## config.mk

```make
export PLATFORM = sky130hd
export DESIGN_NAME = ssd_mux_driver
export DESIGN_NICKNAME = d
export VERILOG_FILES = /design/src/shared/ssd_pkg.sv /design/src/shared/ssd_dig_if.sv /design/src/verilog/ssd_seg_decoder.sv /design/src/verilog/ssd_mux_driver.sv
export SDC_FILE = /design/constraint.sdc
export NUM_CORES = 1
export LEC_CHECK = 0
export ABC_AREA = 0
export BUFFER_PORTS_ARGS = -buffer_cell sky130_fd_sc_hd__buf_4
export CAP_MARGIN = 20
export CORE_ASPECT_RATIO = 1.25
export CORE_MARGIN = 3
export CORE_UTILIZATION = 25
export CTS_CLUSTER_DIAMETER = 40
export DETAILED_ROUTE_END_ITERATION = 7
export GPL_TIMING_DRIVEN = 0
export PLACE_DENSITY = 0.52
export SYNTH_ARGS = -nofsm -noshare
export SYNTH_HDL_FRONTEND = slang
export SYNTH_HIERARCHICAL = 1
export SYNTH_SLANG_ARGS = --single-unit
```

## constraint.sdc

```tcl
create_clock -name i_clk -period 7.4 [get_ports i_clk]
set_input_delay 0.37 -clock i_clk [delete_from_list [all_inputs] [get_ports i_clk]]
set_output_delay 0.37 -clock i_clk [all_outputs]
set_load 0.02 [all_outputs]
```

## src/shared/ssd_pkg.sv

```systemverilog
package ssd_pkg;
    localparam int ADDR_W = 8;
    localparam int DATA_W = 32;
    localparam int OUT_W = 16;
    localparam int DIG_W = 4;
    localparam int SEG_W = 7;
    localparam int MODE_W = 3;
    localparam int STEP_W = 4;
    localparam int ROUND_W = 8;

    // register offsets on the plain register port
    localparam logic [7:0] REG_CTRL = 8'h00;
    localparam logic [7:0] REG_SRC = 8'h04;
    localparam logic [7:0] REG_STATUS = 8'h08;
    localparam logic [7:0] REG_OUT = 8'h0C;

    // control register layout: mode code in the low bits, run above it
    localparam int CTRL_RUN_BIT = 3;
    localparam int MODE_LATCH_INV = 0;
    localparam int MODE_DATA_INV = 1;
    localparam int MODE_EIGHT = 2;

    // status register layout
    localparam int STAT_RUN_BIT = 0;
    localparam int STAT_STEP_POS = 4;
    localparam int STAT_ROUND_POS = 8;

    // output readback layout
    localparam int RB_SEG_L_POS = 16;
    localparam int RB_SEG_R_POS = 23;

    // reset values
    localparam logic [2:0] MODE_RST = 3'h0;
    localparam logic [31:0] SRC_RST = 32'h0000_0000;
    localparam logic [31:0] RDATA_IDLE = 32'h0000_0000;
    localparam logic [7:0] ROUND_RST = 8'h00;

    // one round is twelve scan steps, three per digit slot
    localparam logic [3:0] STEP_FIRST = 4'h0;
    localparam logic [3:0] STEP_LAST = 4'hB;
    localparam logic [3:0] STEPS_PER_DIGIT = 4'h3;
    localparam logic [1:0] PHASE_SETUP = 2'h0;
    localparam logic [1:0] PHASE_STROBE = 2'h1;
    localparam logic [1:0] PHASE_HOLD = 2'h2;

    // output word bit positions, 4-digit mode
    localparam int POS4_DATA = 0;
    localparam int POS4_STRB = 4;
    localparam int POS4_FLAG = 8;

    // output word bit positions, 8-digit mode
    localparam int POS8_LDATA = 0;
    localparam int POS8_RDATA = 4;
    localparam int POS8_STRB = 8;
    localparam int POS8_FLAG = 12;

    typedef enum logic [0:0] {
        SSD_IDLE = 1'b0,
        SSD_RUN = 1'b1
    } ssd_state_type;
endpackage

```

## src/shared/ssd_dig_if.sv

```systemverilog
`timescale 1ns/1ps
interface ssd_dig_if;
    logic [3:0] bcd_left;
    logic [3:0] bcd_right;
    logic [6:0] seg_left;
    logic [6:0] seg_right;

    modport drv (
        output bcd_left,
        output bcd_right,
        input seg_left,
        input seg_right
    );
    modport dec (
        input bcd_left,
        input bcd_right,
        output seg_left,
        output seg_right
    );
endinterface

```

## src/verilog/ssd_seg_decoder.sv

```systemverilog
`timescale 1ns/1ps
module ssd_seg_decoder (
    ssd_dig_if.dec dig // digit codes in, segment patterns out
);
    // segment order gfedcba; codes above nine blank the digit
    function automatic logic [6:0] bcd_to_seg(input logic [3:0] d);
        logic [6:0] s;
        s = 7'h00;
        case (d)
            4'h0: s = 7'h3F;
            4'h1: s = 7'h06;
            4'h2: s = 7'h5B;
            4'h3: s = 7'h4F;
            4'h4: s = 7'h66;
            4'h5: s = 7'h6D;
            4'h6: s = 7'h7D;
            4'h7: s = 7'h07;
            4'h8: s = 7'h7F;
            4'h9: s = 7'h6F;
            default: s = 7'h00;
        endcase
        return s;
    endfunction

    assign dig.seg_left = bcd_to_seg(dig.bcd_left);
    assign dig.seg_right = bcd_to_seg(dig.bcd_right);
endmodule

```

## src/verilog/ssd_mux_driver.sv

```systemverilog
`timescale 1ns/1ps
module ssd_mux_driver (
    input wire logic i_clk, // scan clock, one step per edge
    input wire logic i_nrst, // synchronous reset, active low
    input wire logic [7:0] i_addr, // register byte address
    input wire logic [31:0] i_wdata, // register write data
    input wire logic i_wr, // write strobe
    input wire logic i_rd, // read strobe
    output logic [31:0] o_rdata, // read data, cycle after i_rd
    output logic [15:0] o_out_word, // data, strobes and round flag
    output logic [6:0] o_seg_left, // left group segment pattern
    output logic [6:0] o_seg_right, // right group segment pattern
    output logic o_running // scanning is active
);
    ssd_pkg::ssd_state_type state_reg;
    ssd_pkg::ssd_state_type state_next;
    logic [3:0] step_reg;
    logic [31:0] snap_reg;
    logic [2:0] mode_reg;
    logic [2:0] ctrl_mode_reg;
    logic ctrl_run_reg;
    logic [31:0] src_reg;
    logic [7:0] round_reg;
    logic [15:0] out_reg;
    logic [15:0] out_next;
    logic [6:0] seg_left_reg;
    logic [6:0] seg_right_reg;
    logic [31:0] rdata_reg;
    logic [31:0] rdata_next;
    logic run_now;
    logic round_start;
    logic [2:0] cur_mode;
    logic eight;
    logic data_inv;
    logic latch_inv;
    logic [1:0] dig_idx;
    logic [1:0] phase;
    logic [3:0] left_raw;
    logic [3:0] right_raw;
    logic [3:0] left_lvl;
    logic [3:0] right_lvl;
    logic [3:0] strobe_raw;
    logic [3:0] strobe_lvl;
    logic flag_comb;

    ssd_dig_if dig();

    ssd_seg_decoder u_dec (
        .dig(dig.dec)
    );

    function automatic logic [1:0] step_digit(input logic [3:0] s);
        return 2'(s / ssd_pkg::STEPS_PER_DIGIT);
    endfunction

    function automatic logic [1:0] step_phase(input logic [3:0] s);
        return 2'(s % ssd_pkg::STEPS_PER_DIGIT);
    endfunction

    function automatic logic [3:0] pick(input logic [31:0] w,
                                        input logic [2:0] i);
        return w[{i, 2'b00} +: 4];
    endfunction

    assign run_now = (state_reg == ssd_pkg::SSD_RUN);
    // mode steering comes from the round's snapshot while running
    assign cur_mode = run_now ? mode_reg : ctrl_mode_reg;
    assign eight = cur_mode[ssd_pkg::MODE_EIGHT];
    assign data_inv = cur_mode[ssd_pkg::MODE_DATA_INV];
    assign latch_inv = cur_mode[ssd_pkg::MODE_LATCH_INV];
    assign dig_idx = step_digit(step_reg);
    assign phase = step_phase(step_reg);
    // restart or wrap both reload the round's inputs
    assign round_start = ctrl_run_reg &&
        (!run_now || step_reg == ssd_pkg::STEP_LAST);

    // register writes
    always_ff @(posedge i_clk) begin
        if (!i_nrst) begin
            ctrl_mode_reg <= ssd_pkg::MODE_RST;
            ctrl_run_reg <= 1'b0;
        end else if (i_wr && i_addr == ssd_pkg::REG_CTRL) begin
            ctrl_mode_reg <= i_wdata[ssd_pkg::MODE_W-1:0];
            ctrl_run_reg <= i_wdata[ssd_pkg::CTRL_RUN_BIT];
        end
    end

    always_ff @(posedge i_clk) begin
        if (!i_nrst) begin
            src_reg <= ssd_pkg::SRC_RST;
        end else if (i_wr && i_addr == ssd_pkg::REG_SRC) begin
            src_reg <= i_wdata;
        end
    end

    always_comb begin
        state_next = state_reg;
        case (state_reg)
            ssd_pkg::SSD_IDLE: begin
                if (ctrl_run_reg) begin
                    state_next = ssd_pkg::SSD_RUN;
                end
            end
            ssd_pkg::SSD_RUN: begin
                if (!ctrl_run_reg) begin
                    state_next = ssd_pkg::SSD_IDLE;
                end
            end
            default: state_next = ssd_pkg::SSD_IDLE;
        endcase
    end

    always_ff @(posedge i_clk) begin
        if (!i_nrst) begin
            state_reg <= ssd_pkg::SSD_IDLE;
        end else begin
            state_reg <= state_next;
        end
    end

    always_ff @(posedge i_clk) begin
        if (!i_nrst) begin
            step_reg <= ssd_pkg::STEP_FIRST;
        end else if (round_start || !ctrl_run_reg) begin
            step_reg <= ssd_pkg::STEP_FIRST;
        end else begin
            step_reg <= 4'(step_reg + 4'h1);
        end
    end

    always_ff @(posedge i_clk) begin
        if (!i_nrst) begin
            snap_reg <= ssd_pkg::SRC_RST;
            mode_reg <= ssd_pkg::MODE_RST;
        end else if (round_start) begin
            snap_reg <= src_reg;
            mode_reg <= ctrl_mode_reg;
        end
    end

    always_ff @(posedge i_clk) begin
        if (!i_nrst) begin
            round_reg <= ssd_pkg::ROUND_RST;
        end else if (run_now && ctrl_run_reg &&
                     step_reg == ssd_pkg::STEP_LAST) begin
            round_reg <= 8'(round_reg + 8'h01);
        end
    end

    assign left_raw = pick(snap_reg, {eight, dig_idx});
    assign right_raw = pick(snap_reg, {1'b0, dig_idx});
    assign dig.bcd_left = left_raw;
    assign dig.bcd_right = right_raw;

    assign strobe_raw = (run_now && phase == ssd_pkg::PHASE_STROBE) ?
        4'(4'h1 << dig_idx) : 4'h0;
    assign strobe_lvl = strobe_raw ^ {4{latch_inv}};
    assign left_lvl = run_now ? (left_raw ^ {4{data_inv}}) : 4'h0;
    assign right_lvl = (run_now && eight) ?
        (right_raw ^ {4{data_inv}}) : 4'h0;
    assign flag_comb = run_now && step_reg == ssd_pkg::STEP_LAST;

    always_comb begin
        out_next = '0;
        if (eight) begin
            out_next[ssd_pkg::POS8_LDATA +: 4] = left_lvl;
            out_next[ssd_pkg::POS8_RDATA +: 4] = right_lvl;
            out_next[ssd_pkg::POS8_STRB +: 4] = strobe_lvl;
            out_next[ssd_pkg::POS8_FLAG] = flag_comb;
        end else begin
            out_next[ssd_pkg::POS4_DATA +: 4] = left_lvl;
            out_next[ssd_pkg::POS4_STRB +: 4] = strobe_lvl;
            out_next[ssd_pkg::POS4_FLAG] = flag_comb;
        end
    end

    always_ff @(posedge i_clk) begin
        if (!i_nrst) begin
            out_reg <= '0;
            seg_left_reg <= '0;
            seg_right_reg <= '0;
        end else begin
            out_reg <= out_next;
            seg_left_reg <= run_now ?
                (dig.seg_left ^ {7{data_inv}}) : 7'h00;
            seg_right_reg <= (run_now && eight) ?
                (dig.seg_right ^ {7{data_inv}}) : 7'h00;
        end
    end

    always_comb begin
        rdata_next = ssd_pkg::RDATA_IDLE;
        case (i_addr)
            ssd_pkg::REG_CTRL: begin
                rdata_next[ssd_pkg::MODE_W-1:0] = ctrl_mode_reg;
                rdata_next[ssd_pkg::CTRL_RUN_BIT] = ctrl_run_reg;
            end
            ssd_pkg::REG_SRC: rdata_next = src_reg;
            ssd_pkg::REG_STATUS: begin
                rdata_next[ssd_pkg::STAT_RUN_BIT] = run_now;
                rdata_next[ssd_pkg::STAT_STEP_POS +: 4] = step_reg;
                rdata_next[ssd_pkg::STAT_ROUND_POS +: 8] = round_reg;
            end
            ssd_pkg::REG_OUT: begin
                rdata_next[ssd_pkg::OUT_W-1:0] = out_reg;
                rdata_next[ssd_pkg::RB_SEG_L_POS +: 7] = seg_left_reg;
                rdata_next[ssd_pkg::RB_SEG_R_POS +: 7] = seg_right_reg;
            end
            default: rdata_next = ssd_pkg::RDATA_IDLE;
        endcase
    end

    // read data stands one cycle only, zero otherwise
    always_ff @(posedge i_clk) begin
        if (!i_nrst) begin
            rdata_reg <= ssd_pkg::RDATA_IDLE;
        end else if (i_rd) begin
            rdata_reg <= rdata_next;
        end else begin
            rdata_reg <= ssd_pkg::RDATA_IDLE;
        end
    end

    assign o_rdata = rdata_reg;
    assign o_out_word = out_reg;
    assign o_seg_left = seg_left_reg;
    assign o_seg_right = seg_right_reg;
    assign o_running = run_now;
endmodule

```

==> impl_metrics.toml, run 1 <==
[global_route]
grt_max_degree = 17
grt_pass1_wl_mm = 29.4
grt_pass1_vias = 5169
track_usage = 0.140
grt-ovfl-total = 0
antenna_found_initial = 0

[cts]
root_buffer = "clkbuf_16"
clkTransAtPathRegs_ps = 70
clkSinkCount = 143
clock_latency_ps = 430
post-cts-setup-buffer-count = 0
cts_buffer_depth = 2
htreeDepth = 4
cts_hold_buf = 0
cts_tree = "yes"
cts_buffers = 17
post_cts_resized = 0

[synthesis]
ys_seq_area_frac = 0.447
synth_edf_count = 0
synth_area_per_cell_um2 = 9.06
async_flop_share = 0
synthDistinctLibCells = 56
ys_ff_latch = 143
ys_warn_count = 6
synthCells = 707
netlist_area_um2 = 6410
ys.flop_type = "dfxtp_1"

[floorplanning]
core.rowCount = 64
core_um2 = 24800
fp.dieW_um = 149
die_h_um = 185
io_pins = 107
floorplan.initialDensity = 0.258
dieArea_um2 = 27600

[route]
viasPerCell = 4.43
routedWlPerCell_um = 16.4
detail-route-antenna-nets = 0
drt-pass1-iter-count = 4
routed_wl_mm = 19.3
vias = 5196
drc_errors = 0
drt_iter0_markers = 331

[sta]
drv_slew = 0
timing.final.ws_setup_ps = 2760
slew_headroom = 0.407
rsz0062_at_grt = "no"
finalCritPeriodShare = 0.627
fmaxAchievable_mhz = 215
fin_skew_ps = 11.7
fin_setup_tns_ps = 0
hold_viol = 0
finalSetupViolations = 0
worst_pin_slew_ps = 865
timing.final.crit_period_ps = 4640

[critical_path]
reg2reg_depth = 21
worstSetupEndpointType = "flip-flop"
worst_ep_arrival_time_ps = 4940
required_ps = 7700
criticalPathCategory = "flip-flop to flip-flop"
cp_num_buf_inv = 7
start_kind = "flip-flop"
critPathMaxFanout = 10
reg2reg_to = "o_seg_left[3]"
crit_family = "buffers and inverters"
r2r-start = "step_reg[3]"
crit_chain = "buf_6, and2b_2, ha_1, inv_1, ha_1, inv_1, nor3_1, nor2_1, ha_1, nor3b_1, buf_4, mux2i_1, o221ai_1, buf_4, a32o_1, inv_1, ha_1, inv_1, o21ai_0, xnor2_1, nor2_1"
slowest_stage = "o221ai_1"
reg2reg_slack_ps = 2760
worst_path_largest_cell_delay_ps = 420

[final_layout]
drive_gt1_frac = 0.216
fin_nets = 891
area_growth_pct = 27.0
final_cell_area_um2 = 8140
num-fill-cells = 2662
num_antenna_cells = 0

[job]
cap_viol_max_count = 0

[hold_path]
hold_path.class = "input port to flip-flop"
hold_start = "i_wdata[28]"
whs_path_depth = 3
holdPathEnd = "src_reg[28]"

[run_status]
status = "finished, final reports clean"

[place]
dpl-instance-area_um2 = 7590
dp_hpwl_mm = 14.4
port_buffers = 100
gp_congestion = 0.889
dpl_worst_slack_ps = 2820

[power]
p_seq_frac = 0.475
power_frac_comb = 0.031
powerDensity_nw_per_um2 = 199
ir_drop_mv = 0.144
clkPwrFrac = 0.495
switchingPower_w = 0.000386
p_int_w = 0.00124
switching_share = 0.238
p_leak_nw = 3.03
area by class of cell:
cell class	instances	area [um2]	area share
repair buffers	101	758	0.0932
clock buffers	18	439	0.0540
plain buffers	44	229	0.0281
multi-input cells	502	3250	0.399
well taps	330	413	0.0507
flip-flops and latches	143	2860	0.352
inverters	20	75.1	0.00923
clock inverters	14	110	0.0135
metal layers:
layer  GRT usage  vias to the layer above  part of all wire
met3      0.0286                       15             0.047
met2       0.230                      114              0.48
li1            -                     2639                 -
met1       0.185                     2428              0.46
met5           0                        -                 0
met4      0.0414                        0             0.011
worst max-delay path by stage:
stage,from,end,slack [ps],depth (start not counted)
6_report,step_reg[3],o_seg_left[3],2760,21
3_3_place_gp,step_reg[3],o_seg_left[3],2330,20
5_1_grt,step_reg[3],o_seg_left[3],2310,21
2_1_floorplan,step_reg[3],o_seg_left[3],3330,20
4_1_cts,step_reg[3],o_seg_left[3],2770,21
3_5_place_dp,step_reg[3],o_seg_left[3],2820,21
through the flow:
stage               total power [W]  utilization  cells  hold WS (ps)
floorplan                  0.000810            -    709           438
global placement           0.000837        0.305   1139           451
detailed placement         0.000838        0.306   1140           460
CTS                         0.00164        0.328   1172           171
global route                0.00168        0.328   1172           173
finish                      0.00162        0.328   1172           185
cell usage in the layout (no fill, tap or decap), types with 4 or more instances in the layout:
cell / instances
mux2_2: 12
xor2_1: 8
buf_2: 6
or3_1: 4
inv_1: 20
o22ai_1: 6
nand3b_1: 6
a22oi_1: 15
ha_1: 18
nand2_1: 146
nand4_1: 10
clkbuf_16: 17
a21oi_1: 7
clkinv_4: 4
xnor2_1: 27
dfxtp_1: 143
mux2i_1: 34
and2_1: 7
nor2_1: 55
o21ai_0: 10
clkbuf_1: 25
buf_6: 5
a21boi_0: 38
nand3_1: 9
nor2b_1: 9
a21boi_1: 30
buf_4: 106
power groups by stage:
stage / registers [W] / clock network, W / logic [W]
after floorplan: 0.000787 / 0 / 0.0000230
after CTS: 0.000770 / 0.000819 / 0.0000504
final: 0.000770 / 0.000803 / 0.0000495
after global placement: 0.000787 / 0 / 0.0000498
after detailed placement: 0.000787 / 0 / 0.0000502
after global routing: 0.000770 / 0.000853 / 0.0000529
cells by family after synthesis:
logic type / Yosys count / share of synthesized area
buffers and inverters: 64 / 0.0474
adders and majority gates: 18 / 0.0351
other: 1 / 0.000585
xor gates and xnor gates: 35 / 0.0478
DFF: 143 / 0.447
AOI/OAI and AO/OA: 131 / 0.152
muxes: 47 / 0.0777
and+or+nand+nor: 268 / 0.192
Yosys cell counts (10+ instances only):
cell,number,share of area
nand2_1,146,0.086
nand4_1,10,0.0098
a21boi_1,30,0.035
nor2_1,55,0.032
mux2_2,12,0.021
ha_1,18,0.035
clkbuf_1,25,0.015
o21ai_0,10,0.0078
mux2i_1,34,0.053
a21boi_0,38,0.045
a22oi_1,15,0.018
inv_1,20,0.012
xnor2_1,27,0.037
dfxtp_1,143,0.45
tightest hold or removal path, stage by stage:
cell	delay, ps
buf_4	110
nand2_1	50
a21boi_1	50
Note: power is estimated with default switching activity, not from simulation.
==> run 2: changes to the inputs <==
--- a/config.mk
+++ b/config.mk
@@ -5,7 +5,7 @@
 export SDC_FILE = /design/constraint.sdc
 export NUM_CORES = 1
 export LEC_CHECK = 0
-export ABC_AREA = 0
+export ABC_AREA = 1
 export BUFFER_PORTS_ARGS = -buffer_cell sky130_fd_sc_hd__buf_4
 export CAP_MARGIN = 20
 export CORE_ASPECT_RATIO = 1.25
==> constraint.sdc (replaced) <==
create_clock -name i_clk -period 4.7 [get_ports i_clk]
set_input_delay 0.235 -clock i_clk [delete_from_list [all_inputs] [get_ports i_clk]]
set_output_delay 0.235 -clock i_clk [all_outputs]
set_load 0.02 [all_outputs]
==> impl_metrics.toml, run 2 <==
[critical_path]
reg2reg_to = "o_seg_left[5]"
crit_family = "simple AND/OR/NAND/NOR gates"
reg2reg_depth = 26
critPathMaxFanout = 10
reg2reg_slack_ps = 530
criticalPathCategory = "flip-flop to flip-flop"
cpMostUsedCell = "nand2_1"
slowest_stage = "dfxtp_1"
worstSetupEndpointType = "flip-flop"
worst_path_largest_cell_delay_ps = 440
r2r-start = "step_reg[3]"
cp_num_buf_inv = 8
worst_ep_arrival_time_ps = 4510
start_kind = "flip-flop"
required_ps = 5040

[power]
switching_share = 0.246
p_int_w = 0.00200
switchingPower_w = 0.000651
clkPwrFrac = 0.513
powerDensity_nw_per_um2 = 324
p_seq_frac = 0.458
p_leak_nw = 3.75
power_frac_comb = 0.029
ir_drop_mv = 0.207

[sta]
fmaxAchievable_mhz = 240
fin_setup_tns_ps = 0
drv_slew = 0
worst_pin_slew_ps = 634
whs_ps = 35.2
fin_skew_ps = 7.63
finalCritPeriodShare = 0.887
rsz0062_at_grt = "no"
hold_viol = 0
slew_headroom = 0.577
finalSetupViolations = 0
timing.final.crit_period_ps = 4170

[final_layout]
fin_nets = 1059
layout_commonest_cell = "nand2_1"
layout_common_cells = "nand2_1, dfxtp_1, nor2_1"
area_growth_pct = 27.8
num_antenna_cells = 0
drive_gt1_frac = 0.193
final_cell_area_um2 = 8180

[hold_path]
holdPathEnd = "src_reg[23]"
hold_start = "i_wdata[23]"
hold_path.class = "input port to flip-flop"
whs_path_depth = 3

[place]
dp_hpwl_mm = 16.8
port_buffers = 103
dpl-instance-area_um2 = 7600
gp_congestion = 0.890

[synthesis]
yosysTopAreaCell = "dfxtp_1"
synth.most_common_cell = "nand2_1"
synth_edf_count = 0
synth_area_per_cell_um2 = 7.33
synth_area_leaders = "dfxtp_1, nand2_1, nor2_1"
async_flop_share = 0
ys_warn_count = 6
ys_seq_area_frac = 0.447
yosysTopAreaCellShare = 0.447
synthDistinctLibCells = 41
synthTopCellsByCount = "nand2_1, dfxtp_1, nor2_1, o21ai_0, inv_1"
synthCells = 873
ys_ff_latch = 143
netlist_area_um2 = 6400
ys.flop_type = "dfxtp_1"

[cts]
post_cts_resized = 0
post-cts-setup-buffer-count = 0
clkSinkCount = 143
cts_buffer_depth = 2
clock_latency_ps = 430
root_buffer = "clkbuf_16"
clkTransAtPathRegs_ps = 70
cts_hold_buf = 0
cts_tree = "yes"
cts_buffers = 17
htreeDepth = 4

[floorplanning]
core_um2 = 24800
core.rowCount = 64
die_h_um = 185
fp.dieW_um = 149
floorplan.initialDensity = 0.258
dieArea_um2 = 27600
io_pins = 107

[route]
vias = 6148
viasPerCell = 4.59
drt-pass1-iter-count = 4
wl_met2_mm = 10.3
routed_wl_mm = 21.3
met1_length_mm = 9.31
routedWlPerCell_um = 15.9
drc_errors = 0
drt_iter0_markers = 377
highest_layer = "met4"
wl_met3_mm = 1.03
detail-route-antenna-nets = 0

[global_route]
grt_max_degree = 17
grt_pass1_vias = 5976
track_usage = 0.156
grt-ovfl-total = 0
antenna_found_initial = 0
grt_pass1_wl_mm = 32.9

[run_status]
status = "finished, final reports clean"

[job]
cap_viol_max_count = 0
-- run 2: worst max-delay path by stage --
stage	slack, ps	end	cells past startpoint	startpoint
after floorplan	1200	o_seg_right[3]	25	step_reg[3]
after global placement	620	o_seg_left[5]	26	step_reg[3]
after detailed placement	530	o_seg_left[5]	26	step_reg[3]
after CTS	520	o_seg_left[5]	26	step_reg[3]
after global routing	180	o_seg_right[3]	25	step_reg[3]
final	530	o_seg_left[5]	26	step_reg[3]
-- run 2: cell type report --
| class | count | area (um2) |
|---|---|---|
| Inverter | 88 | 330 |
| Fill cell | 2714 | 16600 |
| Timing Repair Buffer | 103 | 773 |
| Clock buffer | 17 | 425 |
| Clock inverter | 15 | 163 |
| Sequential cell | 143 | 2860 |
| Buffer | 41 | 194 |
| Tap cell | 330 | 413 |
| Multi-Input combinational cell | 603 | 3020 |
-- run 2: worst register-to-register path: stages (launching register included) --
cell and delay, ps:
dfxtp_1 440, inv_2 90, nand2_1 190, inv_1 70
ha_1 180, inv_1 50, ha_1 220, nand2_4 120
buf_6 170, nand2_4 60, nand2_1 50, ha_1 250
inv_1 130, buf_2 240, nand4_2 130, inv_2 170
nand2_1 150, nand4_1 160, and2_4 200, inv_1 110
ha_1 210, nand2_2 70, nand2_1 50, nand2_1 50
nand2_1 50, or2_2 290, a21oi_1 200
-- run 2: cells by family after synthesis --
| group | synth area share |
|---|---|
| other | 0.000586 |
| adders and majority gates | 0.0352 |
| and+or+nand+nor | 0.297 |
| DFF | 0.447 |
| AOI/OAI and AO/OA | 0.136 |
| buffers and inverters | 0.0819 |
| xor gates and xnor gates | 0.00274 |
-- run 2: metrics by stage --
step | utilization | total power [W] | instances | setup WS, ps
after floorplan | - | 0.00127 | 875 | 1200
after global placement | 0.306 | 0.00132 | 1308 | 624
after detailed placement | 0.306 | 0.00132 | 1308 | 532
after CTS | 0.330 | 0.00267 | 1340 | 518
after global routing | 0.330 | 0.00273 | 1340 | 181
final | 0.330 | 0.00265 | 1340 | 531
-- run 2: power groups by stage --
stage	sequential (W)	combinational (W)	clock [W]
3_5_place_dp	0.00124	0.0000776	0
6_report	0.00121	0.0000772	0.00136
4_1_cts	0.00121	0.0000779	0.00138
5_1_grt	0.00121	0.0000844	0.00143
3_3_place_gp	0.00124	0.0000771	0
2_1_floorplan	0.00124	0.0000315	0
-- run 2: layer usage --
layer  up-vias  GRT usage
met5         -          0
met2       161      0.267
met3        43     0.0335
li1       3123          -
met1      2821      0.190
met4         0     0.0623
